[config.mk]
export PLATFORM = sky130hd
export DESIGN_NAME = ost_timer
export DESIGN_NICKNAME = d
export VERILOG_FILES = /design/src/ost_pkg.sv /design/src/ost_stab_counter.sv /design/src/ost_timer.sv
export SDC_FILE = /design/constraint.sdc
export NUM_CORES = 1
export LEC_CHECK = 0
export BUFFER_PORTS_ARGS = -buffer_cell sky130_fd_sc_hd__buf_4
export CAP_MARGIN = 20
export CELL_PAD_IN_SITES_DETAIL_PLACEMENT = 1
export CELL_PAD_IN_SITES_GLOBAL_PLACEMENT = 2
export CORE_UTILIZATION = 31
export CTS_CLUSTER_SIZE = 8
export DETAILED_ROUTE_END_ITERATION = 10
export GPL_ROUTABILITY_DRIVEN = 0
export PLACE_DENSITY_LB_ADDON = 0.1
export SYNTH_ARGS = -nofsm -noshare
export SYNTH_HDL_FRONTEND = slang
export SYNTH_SLANG_ARGS = --single-unit
[constraint.sdc]
create_clock -name clk -period 2.2 [get_ports clk]
set_input_delay 0.44 -clock clk [delete_from_list [all_inputs] [get_ports clk]]
set_output_delay 0.44 -clock clk [all_outputs]
set_load 0.02 [all_outputs]
[src/ost_pkg.sv]
// Constants and types shared by the oscillation stabilization timer.
// Assumes one 200 MHz clock, one count per main-oscillator period.
package ost_pkg;

  // ----------------------------------------
  // Register map
  // ----------------------------------------
  localparam logic [15:0] ADDR_SEL  = 16'hffa4;
  localparam logic [15:0] ADDR_STAT = 16'hffa3;
  localparam logic [7:0]  SEL_RESET = 8'h05;
  localparam int          SEL_MSB   = 2;
  localparam int          STAT_W    = 5;

  // ----------------------------------------
  // Select codes and wait lengths (main-oscillator periods)
  // ----------------------------------------
  localparam logic [2:0]  CODE_W11  = 3'h1;
  localparam logic [2:0]  CODE_W13  = 3'h2;
  localparam logic [2:0]  CODE_W14  = 3'h3;
  localparam logic [2:0]  CODE_W15  = 3'h4;
  localparam logic [2:0]  CODE_W16  = 3'h5;
  localparam int          CNT_W     = 17;
  localparam logic [16:0] WAIT_11   = 17'h00800;
  localparam int          DEF_W13   = 8192;
  localparam int          DEF_W14   = 16384;
  localparam int          DEF_W15   = 32768;
  localparam int          DEF_W16   = 65536;

  // ----------------------------------------
  // Types
  // ----------------------------------------
  typedef enum logic [2:0] {
    ST_RUN      = 3'h0,
    ST_STOP     = 3'h1,
    ST_WAIT_OSC = 3'h2,
    ST_STAB     = 3'h3,
    ST_HALT     = 3'h4
  } ost_state_e;

  typedef enum logic [1:0] {
    SRC_MAIN_XTAL = 2'h0,
    SRC_INT_HS    = 2'h1,
    SRC_SUB       = 2'h2
  } ost_clk_src_e;

endpackage

[src/ost_stab_counter.sv]
// Stabilization up-counter: clears, then counts while enabled up to a limit.
// Assumes limit is held steady by the caller for the whole count.
`timescale 1ns/10ps
module ost_stab_counter (
  input  wire logic              clk,
  input  wire logic              rst_n,
  input  wire logic              clear,
  input  wire logic              run,
  input  wire logic [16:0]       limit,
  output logic      [16:0]       count_r,
  output logic                   done
);

  logic [16:0] count_nxt;

  // ----------------------------------------
  // Counting
  // ----------------------------------------
  always_comb begin
    count_nxt = count_r;
    if (clear) begin
      count_nxt = 17'h00000;
    end else if (run && (count_r < limit)) begin
      count_nxt = count_r + 17'h00001;
    end
  end

  always_ff @(posedge clk) begin
    if (!rst_n) begin
      count_r <= 17'h00000;
    end else begin
      count_r <= count_nxt;
    end
  end

  assign done = (count_r == limit);
endmodule

[src/ost_timer.sv]
// Oscillation stabilization timer with standby mode sequencing.
// Assumes CPU event strobes are one-cycle pulses on clk; osc_running is a pin.
//
// Functional notes
// - The select register sits at address FFA4H, resets to 05H and is read/write.
// - The select field offers waits of 2^11, 2^13, 2^14, 2^15 and 2^16 cycles only.
// - The counter counts up from its start and stops at the selected wait length.
// - After STOP release the status counter never shows progress beyond the wait.
// - Counting starts only once the oscillator runs; the start-up delay is not counted.
// - HALT is entered on the HALT instruction only from RUN, so not while an off-crystal CPU runs during the wait.
//
// The implementer's own choice: the plain strobed port.
`timescale 1ns/10ps
module ost_timer #(
  parameter int WAIT_13 = ost_pkg::DEF_W13,
  parameter int WAIT_14 = ost_pkg::DEF_W14,
  parameter int WAIT_15 = ost_pkg::DEF_W15,
  parameter int WAIT_16 = ost_pkg::DEF_W16
) (
  input  wire logic              clk,
  input  wire logic              rst_n,
  input  wire logic [15:0]       reg_addr,
  input  wire logic [7:0]        reg_wdata,
  input  wire logic              reg_wr,
  input  wire logic              reg_rd,
  output logic      [7:0]        reg_rdata_r,
  input  wire logic              stop_req,
  input  wire logic              stop_release,
  input  wire logic              halt_req,
  input  wire logic              halt_release,
  input  wire logic [1:0]        cpu_clk_src,
  input  wire logic              osc_running,
  output logic                   osc_enable_r,
  output logic                   clk_stable_r,
  output logic                   cpu_run_r,
  output logic                   stop_mode_r,
  output logic                   halt_mode_r
);

  // ----------------------------------------
  // Wait-length table
  // ----------------------------------------
  localparam logic [16:0] W13 = 17'(WAIT_13);
  localparam logic [16:0] W14 = 17'(WAIT_14);
  localparam logic [16:0] W15 = 17'(WAIT_15);
  localparam logic [16:0] W16 = 17'(WAIT_16);
  localparam logic [ost_pkg::STAT_W-1:0][16:0] THR = {W16, W15, W14, W13, ost_pkg::WAIT_11};

  // Prohibited codes fall back to the longest wait, the safe side for a crystal
  function automatic logic [16:0] wait_len(input logic [2:0] code);
    logic [16:0] len;
    len = W16;
    case (code)
      ost_pkg::CODE_W11: len = ost_pkg::WAIT_11;
      ost_pkg::CODE_W13: len = W13;
      ost_pkg::CODE_W14: len = W14;
      ost_pkg::CODE_W15: len = W15;
      ost_pkg::CODE_W16: len = W16;
      default:           len = W16;
    endcase
    return len;
  endfunction

  // ----------------------------------------
  // Declarations
  // ----------------------------------------
  ost_pkg::ost_state_e           state_r;
  ost_pkg::ost_state_e           state_nxt;
  logic [ost_pkg::SEL_MSB:0]     sel_r;
  logic [16:0]                   lim_r;
  logic [16:0]                   cnt;
  logic                          cnt_done;
  logic                          cnt_clear;
  logic                          cnt_run;
  logic [ost_pkg::STAT_W-1:0]    stat_r;
  logic [ost_pkg::STAT_W-1:0]    stat_nxt;
  logic                          osc_meta_r;
  logic                          osc_sync_r;
  logic                          sel_hit;
  logic                          stat_hit;
  logic                          stop_go;
  logic                          xtal_cpu;

  assign sel_hit  = (reg_addr == ost_pkg::ADDR_SEL);
  assign stat_hit = (reg_addr == ost_pkg::ADDR_STAT);
  assign stop_go  = (state_r == ost_pkg::ST_RUN) && stop_req;
  assign xtal_cpu = (cpu_clk_src == ost_pkg::SRC_MAIN_XTAL);

  // ----------------------------------------
  // Oscillator-running synchroniser
  // ----------------------------------------
  always_ff @(posedge clk) begin
    if (!rst_n) begin
      osc_meta_r <= 1'b0;
      osc_sync_r <= 1'b0;
    end else begin
      osc_meta_r <= osc_running;
      osc_sync_r <= osc_meta_r;
    end
  end

  // ----------------------------------------
  // Register port
  // ----------------------------------------
  // Writes during a wait are accepted; the wait length is frozen at STOP entry
  always_ff @(posedge clk) begin
    if (!rst_n) begin
      sel_r <= ost_pkg::SEL_RESET[ost_pkg::SEL_MSB:0];
    end else if (reg_wr && sel_hit) begin
      sel_r <= reg_wdata[ost_pkg::SEL_MSB:0];
    end
  end

  always_ff @(posedge clk) begin
    if (!rst_n) begin
      reg_rdata_r <= 8'h00;
    end else if (reg_rd && sel_hit) begin
      reg_rdata_r <= {5'h00, sel_r};
    end else if (reg_rd && stat_hit) begin
      reg_rdata_r <= {3'h0, stat_r};
    end else begin
      reg_rdata_r <= 8'h00;
    end
  end

  // ----------------------------------------
  // Standby state machine
  // ----------------------------------------
  always_comb begin
    state_nxt = state_r;
    case (state_r)
      ost_pkg::ST_RUN: begin
        if (stop_req) begin
          state_nxt = ost_pkg::ST_STOP;
        end else if (halt_req) begin
          state_nxt = ost_pkg::ST_HALT;
        end
      end
      ost_pkg::ST_STOP: begin
        if (stop_release) begin
          state_nxt = ost_pkg::ST_WAIT_OSC;
        end
      end
      ost_pkg::ST_WAIT_OSC: begin
        if (osc_sync_r) begin
          state_nxt = ost_pkg::ST_STAB;
        end
      end
      ost_pkg::ST_STAB: begin
        if (cnt_done) begin
          state_nxt = ost_pkg::ST_RUN;
        end
      end
      ost_pkg::ST_HALT: begin
        if (halt_release) begin
          state_nxt = ost_pkg::ST_RUN;
        end
      end
      default: state_nxt = ost_pkg::ST_RUN;
    endcase
  end

  always_ff @(posedge clk) begin
    if (!rst_n) begin
      state_r <= ost_pkg::ST_RUN;
    end else begin
      state_r <= state_nxt;
    end
  end

  // ----------------------------------------
  // Wait length snapshot and counter
  // ----------------------------------------
  always_ff @(posedge clk) begin
    if (!rst_n) begin
      lim_r <= W16;
    end else if (stop_go) begin
      lim_r <= wait_len(sel_r);
    end
  end

  assign cnt_clear = stop_go;
  assign cnt_run   = (state_r == ost_pkg::ST_STAB) && osc_sync_r;

  ost_stab_counter u_cnt (
    .clk     (clk),
    .rst_n   (rst_n),
    .clear   (cnt_clear),
    .run     (cnt_run),
    .limit   (lim_r),
    .count_r (cnt),
    .done    (cnt_done)
  );

  // ----------------------------------------
  // Status counter: one bit per threshold passed
  // ----------------------------------------
  // The count halts at the selected wait, so longer thresholds stay clear
  genvar gi;
  generate
    for (gi = 0; gi < ost_pkg::STAT_W; gi++) begin : g_stat
      assign stat_nxt[gi] = stop_go ? 1'b0 : (stat_r[gi] | (cnt >= THR[gi]));
    end
  endgenerate

  always_ff @(posedge clk) begin
    if (!rst_n) begin
      stat_r <= '0;
    end else begin
      stat_r <= stat_nxt;
    end
  end

  // ----------------------------------------
  // Clock and CPU control outputs
  // ----------------------------------------
  always_ff @(posedge clk) begin
    if (!rst_n) begin
      osc_enable_r <= 1'b1;
      clk_stable_r <= 1'b1;
    end else if (state_nxt == ost_pkg::ST_STOP) begin
      osc_enable_r <= 1'b0;
      clk_stable_r <= 1'b0;
    end else if (state_nxt == ost_pkg::ST_WAIT_OSC) begin
      osc_enable_r <= 1'b1;
    end else if ((state_r == ost_pkg::ST_STAB) && cnt_done) begin
      clk_stable_r <= 1'b1;
    end
  end

  // Off the crystal the CPU restarts at once while the count carries on
  always_ff @(posedge clk) begin
    if (!rst_n) begin
      cpu_run_r <= 1'b1;
    end else begin
      case (state_nxt)
        ost_pkg::ST_RUN:      cpu_run_r <= 1'b1;
        ost_pkg::ST_WAIT_OSC,
        ost_pkg::ST_STAB:     cpu_run_r <= cpu_run_r | !xtal_cpu;
        default:              cpu_run_r <= 1'b0;
      endcase
    end
  end

  always_ff @(posedge clk) begin
    if (!rst_n) begin
      stop_mode_r <= 1'b0;
      halt_mode_r <= 1'b0;
    end else begin
      stop_mode_r <= (state_nxt == ost_pkg::ST_STOP);
      halt_mode_r <= (state_nxt == ost_pkg::ST_HALT);
    end
  end

  logic [ost_pkg::STAT_W-1:0] stat_allowed;
  always_comb begin
    stat_allowed = '0;
    for (int i = 0; i < ost_pkg::STAT_W; i++) begin
      stat_allowed[i] = (THR[i] <= lim_r);
    end
  end
endmodule

==> results.md <==
Clocking:
- The number of clock buffers added by TritonCTS is 5.
- The quantity of gates resized following cts is 0.
- The number of buffers added to fix hold violations after cts is 0.
- TritonCTS built the clock tree.
- Once the clock tree was built, the setup fixing pass inserted 0 buffers.
- The clock root buffer is sky130_fd_sc_hd__clkbuf_8.
- The tree built by TritonCTS fans out to 45 sinks.
- At the later pin of the worst-skew pair, clock insertion delay measures 0.30 ns.
- CTS built an H-tree with a depth of 2.
- The number of buffers on the longest clock path is 2.
- The clock-pin slew on the worst setup and hold paths is about 0.09 ns.

GRT:
- The number of global-route vias before repair came to 1,823.
- After global routing the overflow that remains totals 0.
- Global routing used 15.8% of the available tracks across all layers.
- The first-pass GRT wire length is 8780 um.
- Entering global routing, the biggest net connects 16 pins.
- The number of antenna violations at the first check in global routing was 0.

Yosys:
- The number of different library cells used by synthesis comes to 44.
- Sorting the synthesized cells by area gives the leading types as sky130_fd_sc_hd__dfxtp_1, sky130_fd_sc_hd__nor2_1, sky130_fd_sc_hd__ha_1, sky130_fd_sc_hd__nand2_1, sky130_fd_sc_hd__o2111ai_1.
- Summed over all instances, the cell type with the most area after synthesis is sky130_fd_sc_hd__dfxtp_1.
- The share of synthesized cell area in full adder, half adder and majority cells is ~4.2%.
- Among all cell types in the netlist, the one instantiated most often is sky130_fd_sc_hd__dfxtp_1.
- The most used flip-flop cell after synthesis is sky130_fd_sc_hd__dfxtp_1.
- The synthesis warning total is 0.
- Summing the areas of all xor and xnor instances in the mapped netlist gives 4.20% of the synthesized area.
- Counting flops and latches in the post-synthesis netlist gives between 40 and 50.
- Summing the sequential cell areas from Yosys gives between 40 and 50% of the chip area.
- Measured against the total synthesized area, the mux share comes to 2.40%.
- The number of standard cells after synthesis is 236.
- The number of enable flip-flop cells after synthesis is 0.
- The per-instance average area after synthesis is around 8.8 um2.
- For this run, asynchronously set or reset flops after synthesis account for 0%.
- By count the netlist is led by sky130_fd_sc_hd__dfxtp_1, sky130_fd_sc_hd__nor2_1, sky130_fd_sc_hd__nand2_1, sky130_fd_sc_hd__a21oi_1.
- The share of the synthesized area in compound gates (AO/OA/AOI/OAI) is between 10% and 20%.
- The largest family of logic cells by synthesized area is simple AND/OR/NAND/NOR gates.
- The share of Yosys cell area claimed by the top area cell type is 43.2%.
- The mapped netlist covers 0.00208 mm2.
- The synthesized-area fraction occupied by and/or/nand/nor cells is a little over a quarter.

Layout:
- The post-route netlist has 23.4% of its cells at a drive strength greater than 1.
- The repair_antennas step left the layout with diodes totalling 0.
- After routing the design area is 0.00264 mm2.
- The number of standard cells in the final layout excluding fillers is ~370.
- Counting the fill cells in the layout gives 779.
- The area occupied by multi-input gates is 0.00111 mm2.
- Relative to the synthesized area, the layout overhead comes to 26.8%.
- The final net count is between 300 and 400.
- Registers take 901 um2.

Floorplan:
- The die is 84.0 um wide.
- The number of cell rows is 29.
- The die is 84.0 um tall.
- The starting utilization of the core area is 32.4%.
- The die covers 0.00705 mm2.
- The area of the core region is around 0.0064 mm2.
- The top-level I/O count is 48.

STA:
- On the final layout, the worst clock skew is 0.00786 ns.
- Based on the critical path, the design can be clocked at up to 504 MHz.
- The final-report max-slew violation count is 0.
- The final total negative setup slack is 0 ns.
- The worst slack on hold paths is 0.344 ns.
- In this run the tightest slew margin relative to its limit is 62.2%.
- Setup repair after global routing left no endpoint under its margin.
- The final setup violation count is 0.
- The time the final worst path needs with I/O delays and setup is 1.98 ns.
- The pin slew with the least headroom to its limit is ~0.57 ns.
- The final cycle utilization of the critical path is 90.2%.
- The number of hold-slack violations in the final timing report is 0.

Hold path:
- Along the worst hold path, the cell count comes to 2.
- The startpoint of the lowest-slack hold path is osc_running.
- For hold timing, the worst endpoint is osc_meta_r$_SDFF_PN0_.
- In this run the worst hold path is classified as in -> reg.

Critical path:
- The startpoint of the most critical register-to-register path is lim_r[16]$_SDFFE_PN1P_.
- The critical path data required time is 2.43 ns.
- Measured in cells, the most critical reg-to-reg path has a length of 6.
- The classification of the worst setup path is reg -> reg.
- For flop-to-flop paths, the worst setup slack is between 0.2 and 0.25 ns.
- For the worst setup path, the data arrival time is 2.21 ns.
- The critical path capture point type is a flip-flop.
- The sort of element at the start of the critical path is a flip-flop.
- In this run the critical register-to-register path is captured at u_cnt.count_r[8]$_SDFFE_PP0P_.
- The highest fanout seen on the critical path is 11.

Route:
- The detail route stage leaves a number of antenna-violating nets equal to 0.
- The total detailed-routing wirelength is about 5100 um.
- Dividing the detail-routed wire length by the instance count gives 14.0 um.
- The iteration-0 DRC count of the detailed router is 69.
- After detailed routing, the number of vias per cell comes to 4.96.
- The DRC violation count after routing is 10.
- The number of optimization iterations in the first detailed-route pass is 7.
- The total number of vias is 1,822.

Power:
- Power comes to 1.55 mW.
- VDD sags by at most 0.238 mV.
- Dividing total power by cell area gives a power density of between 500 and 600 mW/mm2.
- Summed over all cells, the static leakage comes to 1.05 nW.

Status:
- The final reports fail on design-rule violations.
- The flow ran to the end, but the final reports show violations.

Placement:
- After detailed placement, the total cell area comes to 0.00254 mm2.
- The count of input and output buffers is 39.
- Including well taps, the total number of placed cells is 359.
- Detailed placement ended at an HPWL of 3900 um.

Job:
- The number of max-cap violations is 0.
[layout make-up]
type	instances	share of cell area, %
clock inverter	3	0.805
multi-input combinational	173	42.1
sequential	45	34.1
tap	77	3.65
timing repair buffer	54	15.3
clock buffer	5	2.60
inverter	10	1.42
[critical path: stages, from the launching register on]
cell and delay (ns):
sky130_fd_sc_hd__dfxtp_1 0.34, sky130_fd_sc_hd__inv_1 0.05, sky130_fd_sc_hd__ha_1 0.35, sky130_fd_sc_hd__a2111oi_4 0.44, sky130_fd_sc_hd__o211ai_4 0.22, sky130_fd_sc_hd__or3_1 0.35
sky130_fd_sc_hd__a21oi_1 0.16
[layout by cell type (no fill, tap or decap), types with 4 or more instances in the layout]
cell,n
sky130_fd_sc_hd__nor4_1,6
sky130_fd_sc_hd__nand3_1,5
sky130_fd_sc_hd__or3_1,5
sky130_fd_sc_hd__ha_1,7
sky130_fd_sc_hd__inv_1,10
sky130_fd_sc_hd__nor2b_1,4
sky130_fd_sc_hd__o211ai_1,4
sky130_fd_sc_hd__dfxtp_1,45
sky130_fd_sc_hd__and3_1,4
sky130_fd_sc_hd__clkbuf_8,5
sky130_fd_sc_hd__buf_4,54
sky130_fd_sc_hd__xor2_1,7
sky130_fd_sc_hd__nand2_1,17
sky130_fd_sc_hd__o21ai_0,10
sky130_fd_sc_hd__nor2_1,36
sky130_fd_sc_hd__and2_1,5
sky130_fd_sc_hd__o2111ai_1,7
sky130_fd_sc_hd__mux2i_1,5
sky130_fd_sc_hd__a21oi_1,12
[routing by layer]
metal | global-route usage (%) | vias to the layer above | share of wire (%)
met5 | 0 | - | 0
met4 | 6.11 | 0 | 1.2
met1 | 20.6 | 848 | 48
met3 | 3.66 | 5 | 4.2
li1 | - | 938 | -
met2 | 25.2 | 31 | 46
[worst max-delay path by stage]
stage | cells after the start | slack, ns | endpoint | start
2_1_floorplan | 7 | 0.17 | u_cnt.count_r[14]$_SDFFE_PP0P_ | lim_r[16]$_SDFFE_PN1P_
3_3_place_gp | 6 | 0.12 | sel_r[1]$_SDFFE_PN0P_ | reg_addr[3]
3_5_place_dp | 6 | 0.1 | sel_r[1]$_SDFFE_PN0P_ | reg_addr[3]
4_1_cts | 6 | 0.13 | u_cnt.count_r[14]$_SDFFE_PP0P_ | lim_r[16]$_SDFFE_PN1P_
5_1_grt | 6 | 0.05 | u_cnt.count_r[8]$_SDFFE_PP0P_ | lim_r[14]$_SDFFE_PN0P_
6_report | 6 | 0.22 | u_cnt.count_r[8]$_SDFFE_PP0P_ | lim_r[16]$_SDFFE_PN1P_
[where the power goes]
part / internal [mW] / total, mW / switching, mW
combinational: 0.0883 / 0.187 / 0.0983
clock: 0.226 / 0.521 / 0.296
sequential: 0.833 / 0.846 / 0.0128
total: 1.15 / 1.55 / 0.407
[logic make-up (layout without fill, tap and decap cells)]
group,after synthesis,count (layout)
DFF,45,45
other,1,3
and+or+nand+nor,105,105
buffers and inverters,20,72
muxes,5,5
AOI/OAI and AO/OA,43,43
xor gates and xnor gates,10,10
adders and majority gates,7,7
[sequential cells by signal, indices dropped and copies added, names as in the netlist, 3 cells and up]
name and count:
lim_r 5, stat_r 5, state_r 3, u_cnt.count_r 17, reg_rdata_r 5, sel_r 3
[metrics by stage]
step	worst slack, ns	utilization (%)
after global routing	0.0526	41.1
after global placement	0.115	39.5
final	0.216	41.1
after detailed placement	0.0957	39.5
after CTS	0.128	40.9
after floorplan	0.171	-
No activity file was read; power rests on OpenSTA's default activity.
